==> src/flush_regs_pkg.sv <==
/*
 * Constants, field layouts and carrier types for the translation-cache
 * flush request registers. Assumes a 32-bit APB register window with
 * 12 address bits and one aligned word per register.
 */
package flush_regs_pkg;

	// ==========================================================
	// Register byte offsets
	localparam logic [11:0] EXT_CAP_OFF = 12'h000;
	localparam logic [11:0] CAP_OFF = 12'h004;
	localparam logic [11:0] CMD_LO_OFF = 12'h008;
	localparam logic [11:0] CMD_HI_OFF = 12'h00C;
	localparam logic [11:0] PAGE_OFF_DEFAULT = 12'h010;

	// ==========================================================
	// Upper command word fields (command bits 63:32)
	localparam int GO_BIT = 31;
	localparam int REQ_GRAN_LSB = 28;
	localparam int ACT_GRAN_LSB = 25;
	localparam int DRAIN_BIT = 16;
	localparam int DOMAIN_LSB = 0;

	// Low page word fields
	localparam int HINT_BIT = 6;
	localparam int MASK_LSB = 0;
	localparam int PAGE_LSB = 12;

	// Capability words
	localparam int PAGE_OFS_LSB = 8;
	localparam int CAP_DRAIN_BIT = 0;
	localparam int CAP_DOMW_LSB = 8;
	localparam int CAP_GUESTW_LSB = 16;
	localparam int CAP_MAXMASK_LSB = 24;

	// ==========================================================
	// Granularity codes
	localparam logic [2:0] GRAN_NONE = 3'h0;
	localparam logic [2:0] GRAN_GLOBAL = 3'h1;
	localparam logic [2:0] GRAN_DOMAIN = 3'h2;
	localparam logic [2:0] GRAN_PAGE = 3'h3;

	localparam logic [31:0] WORD_ZERO = 32'h00000000;

	typedef enum logic [1:0] {
		ST_IDLE = 2'h0,
		ST_ISSUE = 2'h1,
		ST_WAIT = 2'h3
	} flush_state_e;

	typedef struct packed {
		logic [2:0] gran;
		logic [15:0] domain_tag;
		logic [63:12] page_addr;
		logic [5:0] page_mask_order;
		logic nonleaf_keep_hint;
		logic drain_writes;
	} flush_req_s;

endpackage

==> src/flush_request_shaper.sv <==
/*
 * Shapes the stored register fields into one flush request for the
 * translation cache. Purely combinational; the caller registers it.
 */
module flush_request_shaper
	import flush_regs_pkg::*;
#(
	parameter int GUEST_W = 48,
	parameter int MAX_MASK = 9,
	parameter bit DRAIN_SUP = 1'b1
)
(
	input wire logic [2:0] gran,
	input wire logic [15:0] domain_tag,
	input wire logic drain_writes_ctl,
	input wire logic [63:12] page_addr,
	input wire logic [5:0] page_mask_order,
	input wire logic nonleaf_keep_hint,
	output flush_req_s req,
	output logic legal
);

	logic [63:0] guest_keep;
	logic [63:0] order_clear;
	logic [63:0] addr_full;

	always_comb
	begin
		guest_keep = (64'h1 << GUEST_W) - 64'h1;
		order_clear = ~((64'h1 << (PAGE_LSB + int'(page_mask_order))) - 64'h1);
		addr_full = {page_addr, 12'h000};
		addr_full = addr_full & guest_keep; // RULE_09
		addr_full = addr_full & order_clear; // RULE_12
		req.gran = gran;
		req.domain_tag = domain_tag;
		req.page_addr = addr_full[63:12];
		req.page_mask_order = page_mask_order;
		req.nonleaf_keep_hint = nonleaf_keep_hint; // RULE_10 RULE_11
		req.drain_writes = drain_writes_ctl & DRAIN_SUP; // RULE_01
		// Oversized masks are refused as an incorrect request
		legal = (gran == GRAN_GLOBAL) || (gran == GRAN_DOMAIN) ||
			((gran == GRAN_PAGE) && (int'(page_mask_order) <= MAX_MASK));
	end

endmodule // flush_request_shaper

==> src/flush_request_regs.sv <==
/*
 * APB register front end of the translation-cache flush command and its
 * page-address companion, plus the sequencer that hands one request to
 * the cache and waits for its completion. Assumes the cache logic runs
 * on pclk and answers each request with a single flush_done pulse.
 */
// The APB register port and the register offsets were decided locally.
// Notes on behaviour
// RULE_01: Drain-writes control is ignored when write draining is unsupported.
// RULE_02: With support and control set, the request asks the cache to drain writes.
// RULE_03: Software puts the domain tag in command bits 47:32 before domain or page flush.
// RULE_04: Software keeps the domain tag within the reported domain width.
// RULE_05: Domain tag bits above the supported width are not stored.
// RULE_06: Page-address register is write-only; reads return zero here.
// RULE_07: Page register offset is eight-byte aligned and reported in extended capability.
// RULE_08: Software writes page fields first, then issues the page command.
// RULE_09: Page address bits at and above the guest width are ignored.
// RULE_10: Hint zero flushes leaf and non-leaf cached entries.
// RULE_11: Hint one lets the cache keep non-leaf entries for the range.
// RULE_12: Mask order n clears n address bits from 12, covering 2^n pages.
// RULE_13: Go bit clears on completion; page register is frozen while it is set.
module flush_request_regs
	import flush_regs_pkg::*;
#(
	parameter int DOMAIN_W = 16,
	parameter int GUEST_W = 48,
	parameter int MAX_MASK = 9,
	parameter bit DRAIN_SUP = 1'b1,
	parameter logic [11:0] PAGE_OFF = PAGE_OFF_DEFAULT
)
(
	input wire logic pclk,
	input wire logic presetn,
	input wire logic psel,
	input wire logic penable,
	input wire logic pwrite,
	input wire logic [11:0] paddr,
	input wire logic [31:0] pwdata,
	output logic [31:0] prdata,
	output logic pready,
	output logic pslverr,
	output logic flush_valid,
	output flush_req_s flush_cmd,
	input wire logic flush_done
);

	// ==========================================================
	// Helpers
	function automatic logic [15:0] keep_low16(input logic [15:0] v, input int w);
		logic [15:0] m;
		m = 16'(({17'h0, 16'hFFFF} >> (16 - w)));
		return v & m;
	endfunction

	function automatic logic hit(input logic [11:0] a, input logic [11:0] off);
		return a[11:2] == off[11:2];
	endfunction

	// ==========================================================
	// State
	logic [31:0] prdata_q, prdata_d;
	logic pready_q, pready_d;
	logic pslverr_q, pslverr_d;
	logic go_q, go_d;
	logic [2:0] req_gran_q, req_gran_d;
	logic [2:0] act_gran_q, act_gran_d;
	logic drain_q, drain_d;
	logic [15:0] domain_q, domain_d;
	logic [63:12] page_q, page_d;
	logic [5:0] order_q, order_d;
	logic hint_q, hint_d;
	flush_state_e state_q, state_d;
	logic flush_valid_q, flush_valid_d;
	flush_req_s flush_cmd_q, flush_cmd_d;

	flush_req_s shaped;
	logic shaped_legal;
	logic setup, wr_en, rd_page, mapped;
	logic [11:0] page_hi_off;

	flush_request_shaper #(
		.GUEST_W(GUEST_W),
		.MAX_MASK(MAX_MASK),
		.DRAIN_SUP(DRAIN_SUP)
	) u_shaper (
		.gran(req_gran_q),
		.domain_tag(domain_q),
		.drain_writes_ctl(drain_q),
		.page_addr(page_q),
		.page_mask_order(order_q),
		.nonleaf_keep_hint(hint_q),
		.req(shaped),
		.legal(shaped_legal)
	);

	// ==========================================================
	// APB slave: answer registered in setup, one access cycle
	always_comb
	begin
		page_hi_off = PAGE_OFF + 12'h004;
		setup = psel & ~penable;
		wr_en = psel & penable & pready_q & pwrite;
		rd_page = hit(paddr, PAGE_OFF) | hit(paddr, page_hi_off);
		mapped = hit(paddr, EXT_CAP_OFF) | hit(paddr, CAP_OFF) |
			hit(paddr, CMD_LO_OFF) | hit(paddr, CMD_HI_OFF) | rd_page;
		pready_d = setup;
		pslverr_d = setup & ~mapped;
		prdata_d = WORD_ZERO;
		if (setup && !pwrite)
		begin
			if (hit(paddr, EXT_CAP_OFF))
				prdata_d[PAGE_OFS_LSB +: 9] = PAGE_OFF[11:3]; // RULE_07
			else if (hit(paddr, CAP_OFF))
			begin
				prdata_d[CAP_DRAIN_BIT] = DRAIN_SUP;
				prdata_d[CAP_DOMW_LSB +: 5] = 5'(DOMAIN_W);
				prdata_d[CAP_GUESTW_LSB +: 7] = 7'(GUEST_W);
				prdata_d[CAP_MAXMASK_LSB +: 6] = 6'(MAX_MASK);
			end
			else if (hit(paddr, CMD_HI_OFF))
			begin
				prdata_d[GO_BIT] = go_q;
				prdata_d[REQ_GRAN_LSB +: 3] = req_gran_q;
				prdata_d[ACT_GRAN_LSB +: 3] = act_gran_q;
				prdata_d[DRAIN_BIT] = drain_q;
				prdata_d[DOMAIN_LSB +: 16] = domain_q;
			end
			// Page words and the low command word read as zero, RULE_06
		end
	end

	// ==========================================================
	// Register writes and flush sequencer
	always_comb
	begin
		go_d = go_q;
		req_gran_d = req_gran_q;
		act_gran_d = act_gran_q;
		drain_d = drain_q;
		domain_d = domain_q;
		page_d = page_q;
		order_d = order_q;
		hint_d = hint_q;
		state_d = state_q;
		flush_valid_d = 1'b0;
		flush_cmd_d = flush_cmd_q;
		// Writes while a flush is pending would corrupt it, so they drop
		if (wr_en && !go_q && state_q == ST_IDLE) // RULE_13
		begin
			if (hit(paddr, CMD_HI_OFF))
			begin
				go_d = pwdata[GO_BIT];
				req_gran_d = pwdata[REQ_GRAN_LSB +: 3];
				drain_d = pwdata[DRAIN_BIT];
				domain_d = keep_low16(pwdata[DOMAIN_LSB +: 16], DOMAIN_W); // RULE_05
			end
			else if (hit(paddr, PAGE_OFF))
			begin
				page_d[31:12] = pwdata[31:12];
				hint_d = pwdata[HINT_BIT];
				order_d = pwdata[MASK_LSB +: 6];
			end
			else if (hit(paddr, page_hi_off))
				page_d[63:32] = pwdata;
		end
		unique case (state_q)
			ST_IDLE:
			begin
				if (go_q && shaped_legal)
				begin
					flush_cmd_d = shaped; // RULE_02
					flush_valid_d = 1'b1;
					state_d = ST_ISSUE;
				end
				else if (go_q)
				begin
					act_gran_d = GRAN_NONE;
					go_d = 1'b0;
				end
			end
			ST_ISSUE:
				state_d = ST_WAIT;
			ST_WAIT:
			begin
				if (flush_done)
				begin
					act_gran_d = flush_cmd_q.gran;
					go_d = 1'b0; // RULE_13
					state_d = ST_IDLE;
				end
			end
			default:
				state_d = ST_IDLE;
		endcase
	end

	always_ff @(posedge pclk or negedge presetn)
	begin
		if (!presetn)
		begin
			prdata_q <= WORD_ZERO;
			pready_q <= 1'b0;
			pslverr_q <= 1'b0;
			go_q <= 1'b0;
			req_gran_q <= GRAN_NONE;
			act_gran_q <= GRAN_NONE;
			drain_q <= 1'b0;
			domain_q <= 16'h0000;
			page_q <= 52'h0;
			order_q <= 6'h00;
			hint_q <= 1'b0;
			state_q <= ST_IDLE;
			flush_valid_q <= 1'b0;
			flush_cmd_q <= '0;
		end
		else
		begin
			prdata_q <= prdata_d;
			pready_q <= pready_d;
			pslverr_q <= pslverr_d;
			go_q <= go_d;
			req_gran_q <= req_gran_d;
			act_gran_q <= act_gran_d;
			drain_q <= drain_d;
			domain_q <= domain_d;
			page_q <= page_d;
			order_q <= order_d;
			hint_q <= hint_d;
			state_q <= state_d;
			flush_valid_q <= flush_valid_d;
			flush_cmd_q <= flush_cmd_d;
		end
	end

	assign prdata = prdata_q;
	assign pready = pready_q;
	assign pslverr = pslverr_q;
	assign flush_valid = flush_valid_q;
	assign flush_cmd = flush_cmd_q;

	// ==========================================================
	// Checks
	property p_drain_ignored;
		@(posedge pclk) disable iff (!presetn)
		(flush_valid_q && !DRAIN_SUP) |-> !flush_cmd_q.drain_writes;
	endproperty
	a_drain_ignored: assert property (p_drain_ignored) // RULE_01
		else $error("drain requested without support");

	property p_drain_follows;
		@(posedge pclk) disable iff (!presetn)
		$rose(flush_valid_q) |-> flush_cmd_q.drain_writes == ($past(drain_q) & DRAIN_SUP);
	endproperty
	a_drain_follows: assert property (p_drain_follows) // RULE_02
		else $error("drain flag not taken from control");

	property p_domain_width;
		@(posedge pclk) disable iff (!presetn)
		$rose(go_q) |-> (domain_q >> DOMAIN_W) == 16'h0000;
	endproperty
	a_domain_width: assert property (p_domain_width) // RULE_05
		else $error("domain tag holds bits above width");

	property p_page_reads_zero;
		@(posedge pclk) disable iff (!presetn)
		(psel && penable && pready_q && !pwrite && rd_page) |-> prdata_q == WORD_ZERO;
	endproperty
	a_page_reads_zero: assert property (p_page_reads_zero) // RULE_06
		else $error("page register read returned data");

	property p_ext_offset;
		@(posedge pclk) disable iff (!presetn)
		(setup && !pwrite && hit(paddr, EXT_CAP_OFF))
			|=> prdata_q[PAGE_OFS_LSB +: 9] == PAGE_OFF[11:3];
	endproperty
	a_ext_offset: assert property (p_ext_offset) // RULE_07
		else $error("page register offset misreported");

	property p_order_clear;
		@(posedge pclk) disable iff (!presetn)
		flush_valid_q |-> ((({flush_cmd_q.page_addr, 12'h000}) >> PAGE_LSB)
			& ((64'h1 << flush_cmd_q.page_mask_order) - 64'h1)) == 64'h0;
	endproperty
	a_order_clear: assert property (p_order_clear) // RULE_12
		else $error("masked page bits not cleared");

	property p_guest_width;
		@(posedge pclk) disable iff (!presetn)
		flush_valid_q |-> ({flush_cmd_q.page_addr, 12'h000} >> GUEST_W) == 64'h0;
	endproperty
	a_guest_width: assert property (p_guest_width) // RULE_09
		else $error("address bits above guest width passed");

	property p_hint_follows;
		@(posedge pclk) disable iff (!presetn)
		$rose(flush_valid_q) |-> flush_cmd_q.nonleaf_keep_hint == $past(hint_q);
	endproperty
	a_hint_follows: assert property (p_hint_follows) // RULE_10 RULE_11
		else $error("non-leaf hint not passed on");

	property p_go_clears;
		@(posedge pclk) disable iff (!presetn)
		(state_q == ST_WAIT && flush_done) |=> !go_q ##1 (state_q == ST_IDLE);
	endproperty
	a_go_clears: assert property (p_go_clears) // RULE_13
		else $error("go bit not cleared on completion");

	property p_page_frozen;
		@(posedge pclk) disable iff (!presetn)
		go_q |=> $stable(page_q) && $stable(order_q) && $stable(hint_q);
	endproperty
	a_page_frozen: assert property (p_page_frozen) // RULE_13
		else $error("page register changed while busy");

endmodule // flush_request_regs

==> config.mk <==
export PLATFORM = sky130hd
export DESIGN_NAME = flush_request_regs
export DESIGN_NICKNAME = d
export VERILOG_FILES = /design/src/flush_regs_pkg.sv /design/src/flush_request_shaper.sv /design/src/flush_request_regs.sv
export SDC_FILE = /design/constraint.sdc
export NUM_CORES = 1
export LEC_CHECK = 0
export BUFFER_PORTS_ARGS = -buffer_cell sky130_fd_sc_hd__buf_2
export CAP_MARGIN = 20
export CORE_UTILIZATION = 49
export DETAILED_ROUTE_END_ITERATION = 16
export PLACE_DENSITY = 0.76
export SLEW_MARGIN = 10
export SYNTH_ARGS = -nofsm -noshare
export SYNTH_HDL_FRONTEND = slang
export SYNTH_SLANG_ARGS = --single-unit
==> constraint.sdc <==
create_clock -name pclk -period 2.7 [get_ports pclk]
set_input_delay 0.54 -clock pclk [delete_from_list [all_inputs] [get_ports pclk]]
set_output_delay 0.54 -clock pclk [all_outputs]
set_load 0.05 [all_outputs]
# After elaboration in Yosys (flattened, before gate mapping)
# Cells that the tools add are included.
[totals]
register_bits = 182
in_bits = 50
out_inout_bits = 114
[op_classes]
add_sub_neg = 2
order_cmp = 1
eq_ne = 14
shifts = 1
mux = 32
n_bitwise = 16
reduce_logical = 18
[op_table]
columns = ["cell", "count"]
rows = [
  ["48-bit by 64-bit AND with 64-bit output", 1],
  ["64-bit inverter", 1],
  ["1-bit by 32-bit << shifter with 64-bit output (first input constant)", 1],
  ["64-bit by 1-bit subtractor with 64-bit output (second input constant)", 1],
  ["8-bit two-way mux", 3],
  ["23-bit two-way mux", 1],
  ["10-bit by 2-bit == test with 1-bit output (second input constant)", 2],
  ["10-bit by 3-bit == test with 1-bit output (second input constant)", 2],
  ["17-bit two-way mux", 1],
  ["5-bit two-way mux", 3],
  ["7-bit two-way mux", 2],
  ["3-bit two-way mux", 4],
  ["10-bit by 1-bit == test with 1-bit output (second input constant)", 1],
  ["10-bit zero test", 1],
  ["1-bit two-way mux", 10],
  ["9-bit two-way mux", 1],
  ["4-bit AND reduction", 2],
  ["4-bit by 6-bit adder with 7-bit output (first input constant)", 1],
  ["3-bit by 2-bit == test with 1-bit output (second input constant)", 2],
  ["6-bit by 4-bit <= comparator with 1-bit output (second input constant)", 1],
  ["2-bit two-way mux", 3],
  ["6-bit two-way mux", 1],
  ["2-bit != test (second input constant)", 3],
  ["2-bit case mux with 3 select lines", 1],
  ["16 further kinds", 35],
]

# Logic depth before layout (Yosys ltp)
# Gate-level depths: netlist of the first run.
[logic_depth]
depth_word = 9
depth_mapped = 12
depth_no_buf = 9

# Cells and area by module
# Synthesis of the first run repeated with hierarchy kept, for this count alone.
[unflattened]
cells_unflattened = 666
area_unflattened_um2 = 8692.1
[modules_own_cells]
columns = ["mod", "instances", "cells_each", "area_per_inst_um2", "seq_area_each_um2"]
rows = [
  ["flush_request_regs", 1, 455, 7345.8, 4804.6],
  ["flush_request_shaper", 1, 211, 1346.3, 0.0],
]

# Worst setup path after synthesis of the first run
# Ideal clock, no wire load.
[synth_timing]
path_kind = "reg2reg"
from = "register order_q[3]"
to = "register flush_cmd_q, in the netlist flush_cmd[36]"
setup_time_ps = 129
t_arrival_ps = 2558
path_slack_ps = 13
stages_incl_launch_ff = 12
n_path_buf = 3
path_cell_list = "dfrtp_1 -> clkbuf_1 -> inv_1 -> ha_1 -> buf_2 -> nor2b_1 -> a211oi_1 -> a2bb2oi_1 -> or3b_1 -> clkbuf_1 -> o41ai_1 -> o21ai_1"
[synth_via]
elab_chain_cells = 5
elab_cells_between_ends = 10
classes_between = "2 x add/sub; 1 x order compare; 1 x shift; 2 x bitwise; 4 x reduce/logical"
[synth_lines]
columns = ["element", "line_no", "rtl"]
rows = [
  ["from (decl)", "flush_request_regs.sv:70", "logic [5:0] order_q, order_d;"],
  ["from (signal assigned)", "flush_request_regs.sv:227", "order_q <= order_d;"],
  ["4-bit by 6-bit adder with 7-bit output or 6-bit by 4-bit <= comparator with 1-bit output (tied branches)", "flush_request_shaper.sv:30, flush_request_shaper.sv:42", ""],
  ["1-bit by 32-bit << shifter with 64-bit output or 1-bit logical AND (tied branches)", "flush_request_shaper.sv:30, flush_request_shaper.sv:42", ""],
  ["64-bit by 1-bit subtractor with 64-bit output or 1-bit logical OR (tied branches)", "flush_request_shaper.sv:30, flush_request_shaper.sv:41", ""],
  ["64-bit inverter or 1-bit logical AND (tied branches)", "flush_request_shaper.sv:30, flush_request_regs.sv:169", ""],
  ["48-bit by 64-bit AND with 64-bit output or 2-bit AND reduction (tied branches)", "-", ""],
  ["to (signal assigned)", "flush_request_regs.sv:231", "flush_cmd_q <= flush_cmd_d;"],
  ["to (decl)", "flush_request_regs.sv:74", "flush_req_s flush_cmd_q, flush_cmd_d;"],
]
# Parallel ways exist; a longest one is shown, timed or not.
# A chain may end at the register's enable or synchronous reset.

# Worst setup path in the final report of the first run
[layout_timing]
from = "register order_q[3]"
to = "register flush_cmd_q, in the netlist flush_cmd[40]"
# The elaborated chain is that of the path after synthesis.

==> results of run 1 <==
[flip-flops by register name, indices dropped and copies added (netlist names)]
signal and cells:
pready 1, hint_q 1, drain_q 1, domain_q 16, prdata 25, flush_valid 1, act_gran_q 3, flush_cmd 63
go_q 1, order_q 6, state_q 2, pslverr 1, req_gran_q 3, page_q 36
[layout make-up]
class / count / share of cell area, %
Clock buffer: 24 / 5.613
Clock inverter: 8 / 1.971
Multi-Input combinational cell: 435 / 31.87
Tap cell: 180 / 2.571
Sequential cell: 160 / 45.71
Timing Repair Buffer: 176 / 11.58
Inverter: 16 / 0.6856
[per-stage QoR]
stage	hold WS (ns)	setup WS [ns]	std cells	area [um2]
after floorplan	0.2444	0.01278	672	7218
after global placement	0.4460	0.1341	967	8088
after detailed placement	0.4510	0.1504	967	8088
after CTS	0.02141	0.1286	999	8752
after global routing	0.04629	0.001621	999	8760
final	0.01716	0.1905	999	8760
[placed cells by master (no fill, tap or decap), types with 3 or more instances in the layout]
cell | Yosys | routed
sky130_fd_sc_hd__buf_4 | 24 | 33
sky130_fd_sc_hd__nor3_1 | 5 | 5
sky130_fd_sc_hd__mux2_4 | 18 | 18
sky130_fd_sc_hd__inv_1 | 15 | 15
sky130_fd_sc_hd__buf_2 | 15 | 139
sky130_fd_sc_hd__a21oi_1 | 16 | 16
sky130_fd_sc_hd__dfrtp_1 | 160 | 160
sky130_fd_sc_hd__o31ai_1 | 4 | 4
sky130_fd_sc_hd__nand2_1 | 139 | 138
sky130_fd_sc_hd__clkbuf_8 | 0 | 4
sky130_fd_sc_hd__a21o_1 | 3 | 3
sky130_fd_sc_hd__and3_1 | 4 | 4
sky130_fd_sc_hd__nand4_1 | 3 | 3
sky130_fd_sc_hd__o22ai_1 | 3 | 3
sky130_fd_sc_hd__nor2_1 | 8 | 8
sky130_fd_sc_hd__a31oi_1 | 7 | 7
sky130_fd_sc_hd__mux2_2 | 45 | 45
sky130_fd_sc_hd__and2_1 | 22 | 22
sky130_fd_sc_hd__nand3_1 | 16 | 16
sky130_fd_sc_hd__clkbuf_1 | 15 | 3
sky130_fd_sc_hd__buf_12 | 1 | 3
sky130_fd_sc_hd__mux2i_1 | 9 | 9
sky130_fd_sc_hd__conb_1 | 1 | 21
sky130_fd_sc_hd__nand3b_1 | 4 | 4
sky130_fd_sc_hd__nand2b_1 | 4 | 4
sky130_fd_sc_hd__a211oi_1 | 3 | 3
sky130_fd_sc_hd__o211ai_1 | 4 | 4
sky130_fd_sc_hd__o21ai_0 | 42 | 42
sky130_fd_sc_hd__ha_1 | 6 | 5
sky130_fd_sc_hd__nor2b_1 | 8 | 8
sky130_fd_sc_hd__clkbuf_16 | 0 | 17
sky130_fd_sc_hd__nor3b_1 | 3 | 3
sky130_fd_sc_hd__bufinv_16 | 0 | 5
[worst max-delay path, stage by stage, from the launching register on]
cell                        delay [ns]
sky130_fd_sc_hd__dfrtp_1          0.35
sky130_fd_sc_hd__inv_1            0.06
sky130_fd_sc_hd__ha_2             0.42
sky130_fd_sc_hd__nor2b_1          0.09
sky130_fd_sc_hd__a211oi_1         0.24
sky130_fd_sc_hd__a2bb2oi_1        0.20
sky130_fd_sc_hd__or3b_1           0.48
sky130_fd_sc_hd__o31ai_1          0.41
sky130_fd_sc_hd__o21ai_0          0.12
[layer usage]
metal  track usage (%)  vias to the layer above  routed length, um
met1             32.73                     2684               7744
li1                  -                     2481                  -
met4             9.527                        0                367
met5                 0                        -                  0
met3             5.112                       27                910
met2             40.45                      174               8609
[worst min-delay path by stage]
| stage | cells after the start | slack (ns) | endpoint | startpoint |
|---|---|---|---|---|
| global route | 1 | 0.05 | prdata[26] | presetn |
| detailed placement | 2 | 0.45 | flush_cmd[13] | flush_cmd[13] |
| global placement | 2 | 0.45 | flush_cmd[21] | flush_cmd[21] |
| CTS | 1 | 0.02 | flush_cmd[71] | presetn |
| finish | 1 | 0.02 | flush_cmd[78] | presetn |
| floorplan | 0 | 0.24 | act_gran_q[0] | presetn |
[cells by family (layout without fill, tap and decap cells)]
kind of cell / count (synthesis) / count (layout) / share of synthesized area, %
simple gates: 228 / 228 / 15.06
xor+xnor: 3 / 3 / 0.3679
buf+inv: 77 / 224 / 6.060
fa+ha+maj: 6 / 6 / 1.051
compound gates: 105 / 105 / 9.214
other cells: 1 / 21 / 0.05250
flops: 160 / 160 / 56.05
mux: 72 / 72 / 12.14
[power by group through the flow]
stage	clock network [uW]	registers, uW	logic [uW]
2_1_floorplan	0	2480	242
3_3_place_gp	0	2470	342
3_5_place_dp	0	2480	362
5_1_grt	2830	2430	401
6_report	2690	2430	370
4_1_cts	2730	2430	369
==> run summary, run 1 <==
The most used flip-flop cell after synthesis is sky130_fd_sc_hd__dfrtp_1. The count of antenna-violating nets left after detailed routing came out at 0. The number of antenna violations at the first check in global routing came to 0. In the post-synthesis netlist, the biggest area contributors are sky130_fd_sc_hd__dfrtp_1 56%, sky130_fd_sc_hd__nand2_1 7.3%, sky130_fd_sc_hd__mux2_2 7.1%, sky130_fd_sc_hd__mux2_4 3.8%, sky130_fd_sc_hd__o21ai_0 2.9%.

The number of cell instances on the worst register-to-register path is 8. The critical path in this run is classified as reg -> reg. The mean instance size in the synthesized netlist is 10.96 um2.

The static leakage power is 0.004843 uW. The final layout contains routed wiring with a total length of 17630 um. In this run, the combinational gates consume 6.7% of the power. The setup TNS is 0 ns.

By count the netlist is led by 160 x sky130_fd_sc_hd__dfrtp_1, 139 x sky130_fd_sc_hd__nand2_1, 45 x sky130_fd_sc_hd__mux2_2. The nature of the critical path endpoint is a register. The count of pins over their slew limit came out at 0. The net switching component of the power came out at 1212 uW. The data arrival time of the critical path came out at 2.80 ns. The pin count of the biggest net entering global routing is 60. The first-pass GRT wire length is 28170 um. The die extent in y is 122.7 um. The worst setup slack for register-to-register paths came out at 0.19 ns. The antenna diode count came out at 0. The insertion delay to the later sink of the worst-skew pair came out at 0.42 ns.

The overall track demand over capacity in global routing is 24.88%. Summing all flip-flop and latch instances after layout gives 4004 um2. The root buffer cell is sky130_fd_sc_hd__clkbuf_16.

The number of maximum-capacitance constraint violations came out at 0. Pin placement for this block handled 164 I/O pins. The proportion of synthesized chip area in sequential cells is 56.05%. In the final design database the tool counted 862 nets.

Gates resized during post-CTS repair numbered 0. The cell area that synthesis handed to floorplanning was 7143 um2. The final critical-path share of the clock period came out at 92.94%. The switching share of power is 22.05%. The minimum period implied by the final worst setup slack is 2.510 ns. In this run the power density over the cells is 627.7 nW/um2. The flip-flop and latch count after synthesis came out at 160. The count of unresolved DRC violations after routing is 0.

The starting density of the core is 50.87%. Buffers added to address setup during post-CTS repair amount to 0. Of the post-synthesis cell area, the dominant cell type holds 56.05%. Setup repair after global routing left no endpoint under its margin. The count of flip-flops with a built-in enable after synthesis is 0.

The upper clock frequency limit came out at 398.5 MHz. The flow ran to the end, and the final reports show no timing, DRC or antenna violations. The most critical setup path has its endpoint at flush_cmd[40]. The share of async-settable or async-resettable flops after synthesis is 100.0%. The unique cell type count in the Yosys netlist came out at 64. The area growth from synthesis to layout is 22.63%. The x dimension of the die came out at 122.7 um. The endpoint of the worst-slack reg-to-reg timing path is flush_cmd[40]. The dominant cell type by area after synthesis is sky130_fd_sc_hd__dfrtp_1. The weighted congestion reported at the end of routability-driven placement came out at 0.8734. The area of the multi-input gates is 2791 um2. The number of hold buffers added after cts is 0. The worst setup path is launched from a register. The detail-routed via count per cell came out at 5.371.

The full die area came out at 15070 um2. The floorplan has 43 rows. The wire length per cell after detailed routing is 17.65 um. TritonCTS built the clock tree. The placeable core region came out at 14040 um2. In this run the worst hold path is classified as in -> async.

The worst register-to-register path begins at order_q[3]. The worst-case IR drop observed on VDD is 0.4584 mV. During synthesis, Yosys emitted a total of 0 warnings. Setup violations remaining at the end of the flow were counted as 0.

The fraction of the core area covered by cells at the end of the flow is 62.38%. The number of vias in the routed layout is 5366. The CTS H-tree depth is 4. The fraction of final layout cells sized beyond drive strength 1 is 34.31%. The port buffer count came out at 140. The measured slew at the worst slew-check pin is 0.5526 ns.

The clock buffer count from CTS came out at 17. The most common cell in the synthesized netlist is sky130_fd_sc_hd__dfrtp_1. The iteration-0 DRC count of the detailed router is 453. The startpoint of the most critical setup path is order_q[3]. Summing internal, switching and leakage power gives 5499 uW.

The count of filler cells inserted in the layout is 1118. The internal portion of total power came out at 4286 uW. Clock-pin slew was measured on the worst setup and hold paths at 0.06 ns. The sequential share of power came out at 44.3%. The aggregate global routing overflow is 0. Summed over all nets, the half-perimeter wirelength after detailed placement is 12350 um. The number of hold violations in the final report is 0. The worst slew slack as a fraction of its limit came out at 62.82%. The maximum buffer depth of the clock tree came out at 2.

Clock skew on the completed layout was measured at 0.007110 ns. The share of power burned in the clock network is 49.0%. The worst path required time came out at 2.99 ns.

The top fanout value on the critical path came out at 8. The count of clock tree sinks is 160. The number of global-route vias before repair is 5384. The synthesized instance count is 652. The first TritonRoute pass finished after 5 iterations.
Note: power is estimated with default switching activity, not from simulation.
==> inputs of run 2 (changes only) <==
Settings changed: CORE_MARGIN set to 2, CORE_UTILIZATION 49 to 45, PLACE_DENSITY 0.76 to 0.7, SYNTH_HIERARCHICAL set to 1.
==> run 2 against run 1 <==
Compared with the run above: count of clock-buffer cells in the layout down 7; via count is 3.1% lower; power increased by 0.18%; critical path depth is 1 lower; clock power fell by 7%; clock skew grew 0.0036 ns; fmax is 0.95% lower; hold slack better by 0.074 ns; synthesized cell count fell by 2.9%; sequential cell count rose by 16; cell area is 10% higher; register-to-register slack got worse by 0.02 ns.
==> run summary, run 2 <==
The run finished with clean final reports. The top fanout value on the critical path came out at 5. The maximum buffer depth of the clock tree came out at 2. The most frequent standard cell in the layout excluding fill and tap cells is sky130_fd_sc_hd__dfrtp_1. The number of core rows is 49. The endpoint of the worst-slack reg-to-reg timing path is flush_cmd[25]. The number of search-and-repair iterations in the first detailed-routing pass is 4. The worst slew slack as a fraction of its limit came out at 61.50%. The weighted congestion reported at the end of routability-driven placement is 0.8721. In this run the tool buffered the top-level ports with 156 buffer cells. The startpoint of the most critical setup path is order_q[3]. The number of global-route vias before repair is 5207.

The post-synth design cell area came out at 8104 um2. The full die area came out at 19100 um2. The flip-flop count of the largest register, all copies and words added is 79. The internal portion of total power came out at 4122 uW.

The CTS H-tree depth came out at 4. The total overflow left after global routing is 0. The wire length per cell after detailed routing came out at 17.40 um. Setup repair after global routing left no endpoint under its margin.

The static leakage power is 0.005269 uW. STA classifies the critical path startpoint as a register. The met1 routing resource usage after global routing came out at 26.70%. The nature of the critical path endpoint is a register. The number of hold buffers added after cts is 0.

The final critical-path share of the clock period came out at 93.83%. The worst hold path belongs to the class in -> async. Setup violations remaining at the end of the flow were counted as 0. The worst path required time is 3.01 ns. The met3 capacity usage during global routing came out at 3.741%. The starting density of the core came out at 45.42%. The number of vias in the routed layout came out at 5197. The upper clock frequency limit is 394.7 MHz.

In the layout the commonest cells are 176 x sky130_fd_sc_hd__dfrtp_1, 155 x sky130_fd_sc_hd__buf_2, 120 x sky130_fd_sc_hd__mux2_2. The iteration-0 DRC count of the detailed router came out at 327. The fraction of final layout cells sized beyond drive strength 1 is 47.59%. After floorplanning, the core was sized to cover 17840 um2. The fraction of the core area covered by cells at the end of the flow came out at 54.23%. The die is 138.2 um wide. The synthesized instance count is 633. The detail-routed via count per cell came out at 5.110. The worst flop-to-flop path startpoint is order_q[3]. The mean instance size in the synthesized netlist came out at 12.80 um2.

The half-perimeter wire length after detailed placement is 12740 um. Subtracting the final worst setup slack from the clock period gives 2.533 ns. The final wirelength came out at 17700 um. The net switching component of the power is 1387 uW. Buffers inserted during clock tree synthesis total 17. The data arrival time of the critical path came out at 2.85 ns. The number of nets in the layout came out at 832. The met2 capacity usage during global routing came out at 30.41%. The number of maximum-capacitance constraint violations is 0. The clock reaches the later pin of the worst-skew pair after 0.43 ns. The worst setup slack for register-to-register paths came out at 0.17 ns. The area growth from synthesis to layout is 19.38%. The setup TNS is 0 ns.

The count of clock tree sinks is 176. Global routing used 19.11% of the available tracks across all layers. The measured slew at the worst slew-check pin came out at 0.5714 ns. For this design the ratio of total power to cell area is 569.4 nW/um2.

The top-level port count is 164. The antenna diode count is 0. The first-pass GRT wire length came out at 28720 um.

Clock skew on the completed layout was measured at 0.01076 ns. Clock-pin slew was measured on the worst setup and hold paths at 0.07 ns. The switching share of power came out at 25.18%. The maximum vdd drop is 0.4405 mV.

The count of unresolved DRC violations after routing is 0. The combinational share of power is 6.0%. The total non-filler cell area in the finished layout is 9674 um2. The most used routing layer in global routing is met2.

The critical path class is reg -> reg. The number of hold violations in the final report came to 0. TritonCTS built the clock tree. The count of antenna-violating nets left after detailed routing came out at 0.

The warning count from the yosys run is 6. The count of pins over their slew limit came to 0. The sequential share of power came out at 48.5%. The die extent in y is 138.2 um. The worst register-to-register path has a depth of 7.

The pin count of the biggest net entering global routing is 64. The number of antenna violations at the first check in global routing was 0. In this run the clock root is driven by a sky130_fd_sc_hd__clkbuf_16.

The post-placement cell area is 9055 um2. The share of power burned in the clock network is 45.5%.
run 2: changes by cell type in the layout (fill, tap and decap cells not counted), sizes merged, moves of 5 or more:
cell    previous run  this run
o211ai             5         0
a21boi             2        10
and2              22         7
buf              176       189
o21ai             45         9
dfrtp            160       176
clkbuf            24        18
o21a               1        18
nand3             16         4
and3               4        21
nor2              10        16
mux2              63       143
nand2            139        23
run 2: worst max-delay path by stage:
| stage | endpoint | slack, ns |
|---|---|---|
| global route | flush_cmd[25] | 0.007 |
| finish | flush_cmd[25] | 0.17 |
| detailed placement | domain_q[4] | 0.21 |
| CTS | flush_cmd[25] | 0.19 |
| global placement | domain_q[7] | 0.20 |
| floorplan | flush_cmd[0] | 0.08 |
run 2: area by class of cell:
type | instances | area, um2
Fill cell | 1513 | 8167
Sequential cell | 176 | 4404
Multi-Input combinational cell | 377 | 3201
Timing Repair Buffer | 190 | 1120
Clock buffer | 17 | 425.4
Tap cell | 229 | 286.5
Clock inverter | 15 | 188.9
Inverter | 13 | 48.80
run 2: metrics by stage:
step / cells / power (uW) / setup WS (ns) / hold WS [ns]
final: 1017 / 5509 / 0.1665 / 0.09145
after global routing: 1017 / 5744 / 0.006953 / 0.1289
after CTS: 1017 / 5589 / 0.1941 / 0.1039
after detailed placement: 985 / 3056 / 0.2144 / 0.4867
after global placement: 985 / 3053 / 0.2015 / 0.4805
after floorplan: 652 / 2907 / 0.08106 / 0.2444
run 2: routing by layer:
metal / share of wire (%) / vias up
met5: 0 / -
met3: 3.9 / 15
met4: 1.6 / 0
li1: - / 2453
met1: 46 / 2611
met2: 48 / 118
run 2: power by group through the flow:
stage	registers (uW)	logic, uW	clock network [uW]
after floorplan	2730	181	0
after global placement	2720	330	0
after detailed placement	2720	332	0
after CTS	2670	337	2580
after global routing	2680	375	2690
final	2670	331	2510
run 2: worst max-delay path, cell delays in order, from the launching register on:
cell	delay, ns
sky130_fd_sc_hd__dfrtp_1	0.39
sky130_fd_sc_hd__buf_4	0.15
sky130_fd_sc_hd__o21ai_0	0.47
sky130_fd_sc_hd__mux2i_1	0.30
sky130_fd_sc_hd__a22oi_1	0.34
sky130_fd_sc_hd__o311a_1	0.33
sky130_fd_sc_hd__a21boi_0	0.16
sky130_fd_sc_hd__mux2_2	0.28
run 2: what timing repair did:
item | 4_1_cts | 5_1_grt
gates resized for setup | 0 | 1
endpoints found under the setup margin | 0 | 30
buffers inserted | 0 | 0
==> inputs of run 3 (changes only) <==
Settings changed: CORE_ASPECT_RATIO set to 1.4.
==> run 3 against run 2 <==
Compared with the run above: critical path type unchanged; hold slack worse by 0.029 ns; register-to-register slack got worse by 0.03 ns; cell area is essentially flat; critical path depth up 1; via count grew 1.4%; non-clock buffer count up 3; clock power fell by 5%.
==> run summary, run 3 (same netlist as run 2, synthesis figures left out) <==
The slowest stage of the critical path belongs to the cell sky130_fd_sc_hd__dfrtp_1. On the worst path, the slowest cell contributes a delay of 0.52 ns. Buffers inserted during clock tree synthesis total 17. STA puts the critical path data arrival time at 2.93 ns. The number of buffers added for setup after CTS is 0. The static leakage power is 0.005258 uW.

The minimum period implied by the final worst setup slack is 2.559 ns. The placeable core region came out at 17780 um2. Leaving out fill and tap cells, the most frequent cells in the layout are 176 x sky130_fd_sc_hd__dfrtp_1, 155 x sky130_fd_sc_hd__buf_2, 120 x sky130_fd_sc_hd__mux2_2. Grouping stages by cell kind, the critical path spends the most delay in simple AND/OR/NAND/NOR gates. The die extent in y is 162.8 um. The final route contains 5268 vias.

The port buffer count is 156. The number of buffer and inverter instances along the worst setup path came out at 1. The wire length per cell after detailed routing came out at 18.06 um.

The number of cells in the finished layout apart from fillers is 1031. Including well taps, the total number of placed cells is 999. The top-level port count came out at 164. Walking the worst path, the cells encountered are inv_1 > ha_1 > or4b_4 > a21o_1 > or3_4 > a31oi_4 > o21a_1 > mux2_2. Headroom to the max-slew limit came out at 61.48%. For the pin with the worst max-slew slack, the measured transition is 0.5718 ns. The number of nets in the layout is 835. By startpoint and endpoint, the worst setup path is classified as reg -> reg. The clock skew after layout is 0.01220 ns. The flow ran to the end, and the final reports show no timing, DRC or antenna violations. The area growth from synthesis to layout came out at 19.41%. The maximum buffer depth of the clock tree came out at 2. TritonCTS built the clock tree. The kind of start point of the critical path is a register.

In this run the worst hold path is classified as in -> async. The total non-filler cell area in the finished layout came out at 9677 um2. In this run the horizontal extent of the chip is 117.4 um. The count of pins over their slew limit came out at 0. The full die area is 19110 um2. The CTS H-tree depth came out at 4. The worst setup path is captured at a register. The root buffer cell is sky130_fd_sc_hd__clkbuf_16. Clock-pin slew was measured on the worst setup and hold paths at 0.07 ns.

The HPWL after detailed placement is 13270 um. The insertion delay to the later sink of the worst-skew pair came out at 0.43 ns. The floorplan has 58 rows. The final wirelength is 18620 um. The flip-flop count of the largest register, all copies and words added is 79.

The post-placement cell area came out at 9091 um2. The final critical-path share of the clock period is 94.79%. The met3 capacity usage during global routing is 4.062%. The met1 routing resource usage after global routing is 24.19%. Static timing analysis puts the maximum clock frequency at 390.7 MHz. The number of antenna violations at the first check in global routing is 1.

The number of global-route vias before repair is 5335. The most frequent standard cell in the layout excluding fill and tap cells is sky130_fd_sc_hd__dfrtp_1. In the final timing run, aggregate negative setup slack is 0 ns. The number of search-and-repair iterations in the first detailed-routing pass is 4.

The count of unresolved DRC violations after routing came out at 0. Across the VDD grid, the largest voltage drop is 0.3978 mV. The number of hold violations in the final report is 0. The most used routing layer in global routing is met2. Along the worst path, the maximum fanout reaches 7. The fraction of final layout cells sized beyond drive strength 1 is 47.85%. The met2 capacity usage during global routing came out at 33.23%. Setup violations remaining at the end of the flow were counted as 0. The count of clock tree sinks came out at 176. The aggregate global routing overflow is 0.

The first-pass GRT wire length came out at 29190 um. Setup repair after global routing left no endpoint under its margin. The power density normalized to cell area is 558.6 nW/um2. Once detail routing completed, the nets flagged for antenna violations numbered 0. Using the TritonRoute via totals, the vias-per-cell ratio works out to 5.110.

The overall power of the completed layout came out at 5406 uW. On the final layout, the worst hold slack is 0.06258 ns. The overall track demand over capacity in global routing came out at 19.74%. Entering global routing, the biggest net connects 70 pins. The weighted congestion reported at the end of routability-driven placement is 0.8781. The worst path required time is 3.07 ns. The first routing iteration left 239 violations. The starting density of the core came out at 45.58%. The number of maximum-capacitance constraint violations is 0.
-- run 3: per-layer routing --
layer / vias up / share of wire, %
met3: 40 / 3.6
met1: 2648 / 41
li1: 2456 / -
met2: 124 / 51
met4: 0 / 4.0
met5: - / 0
-- run 3: cell type report --
type,count,area (um2)
Fill cell,1548,8103
Timing Repair Buffer,193,1142
Antenna cell,1,2.502
Sequential cell,176,4404
Clock inverter,13,138.9
Inverter,13,48.80
Tap cell,240,300.3
Clock buffer,18,439.2
Multi-Input combinational cell,377,3201
-- run 3: what timing repair did --
item	4_1_cts	5_1_grt
resized for setup	0	1
setup endpoints to repair	0	23
hold buffers	0	0
-- run 3: worst paths after layout --
kind | to | startpoint | depth (start not counted) | slack, ns
setup / recovery | flush_cmd[36] | order_q[3] | 8 | 0.14
hold / removal | prdata[26] | presetn | 1 | 0.06
min in group pclk | page_q[27] | pwdata[27] | 2 | 0.34
setup reg to reg | flush_cmd[36] | order_q[3] | 8 | 0.14
hold reg to reg | flush_cmd[0] | flush_cmd[0] | 1 | 0.50
max in group asynchronous | pslverr | presetn | 2 | 1.79
-- run 3: power breakdown --
part	switching (uW)	leakage (uW)	total, uW	internal (uW)
clock	1130	0.000279	2380	1250
combinational	213	0.00253	351	138
sequential	18.9	0.00245	2670	2650
total	1360	0.00526	5410	4040
-- run 3: stage by stage --
step / worst slack, ns / util (%)
2_1_floorplan: 0.08106 / -
3_3_place_gp: 0.09197 / 51.13
3_5_place_dp: 0.05759 / 51.13
4_1_cts: 0.1453 / 54.38
5_1_grt: 0.008360 / 54.43
6_report: 0.1406 / 54.43
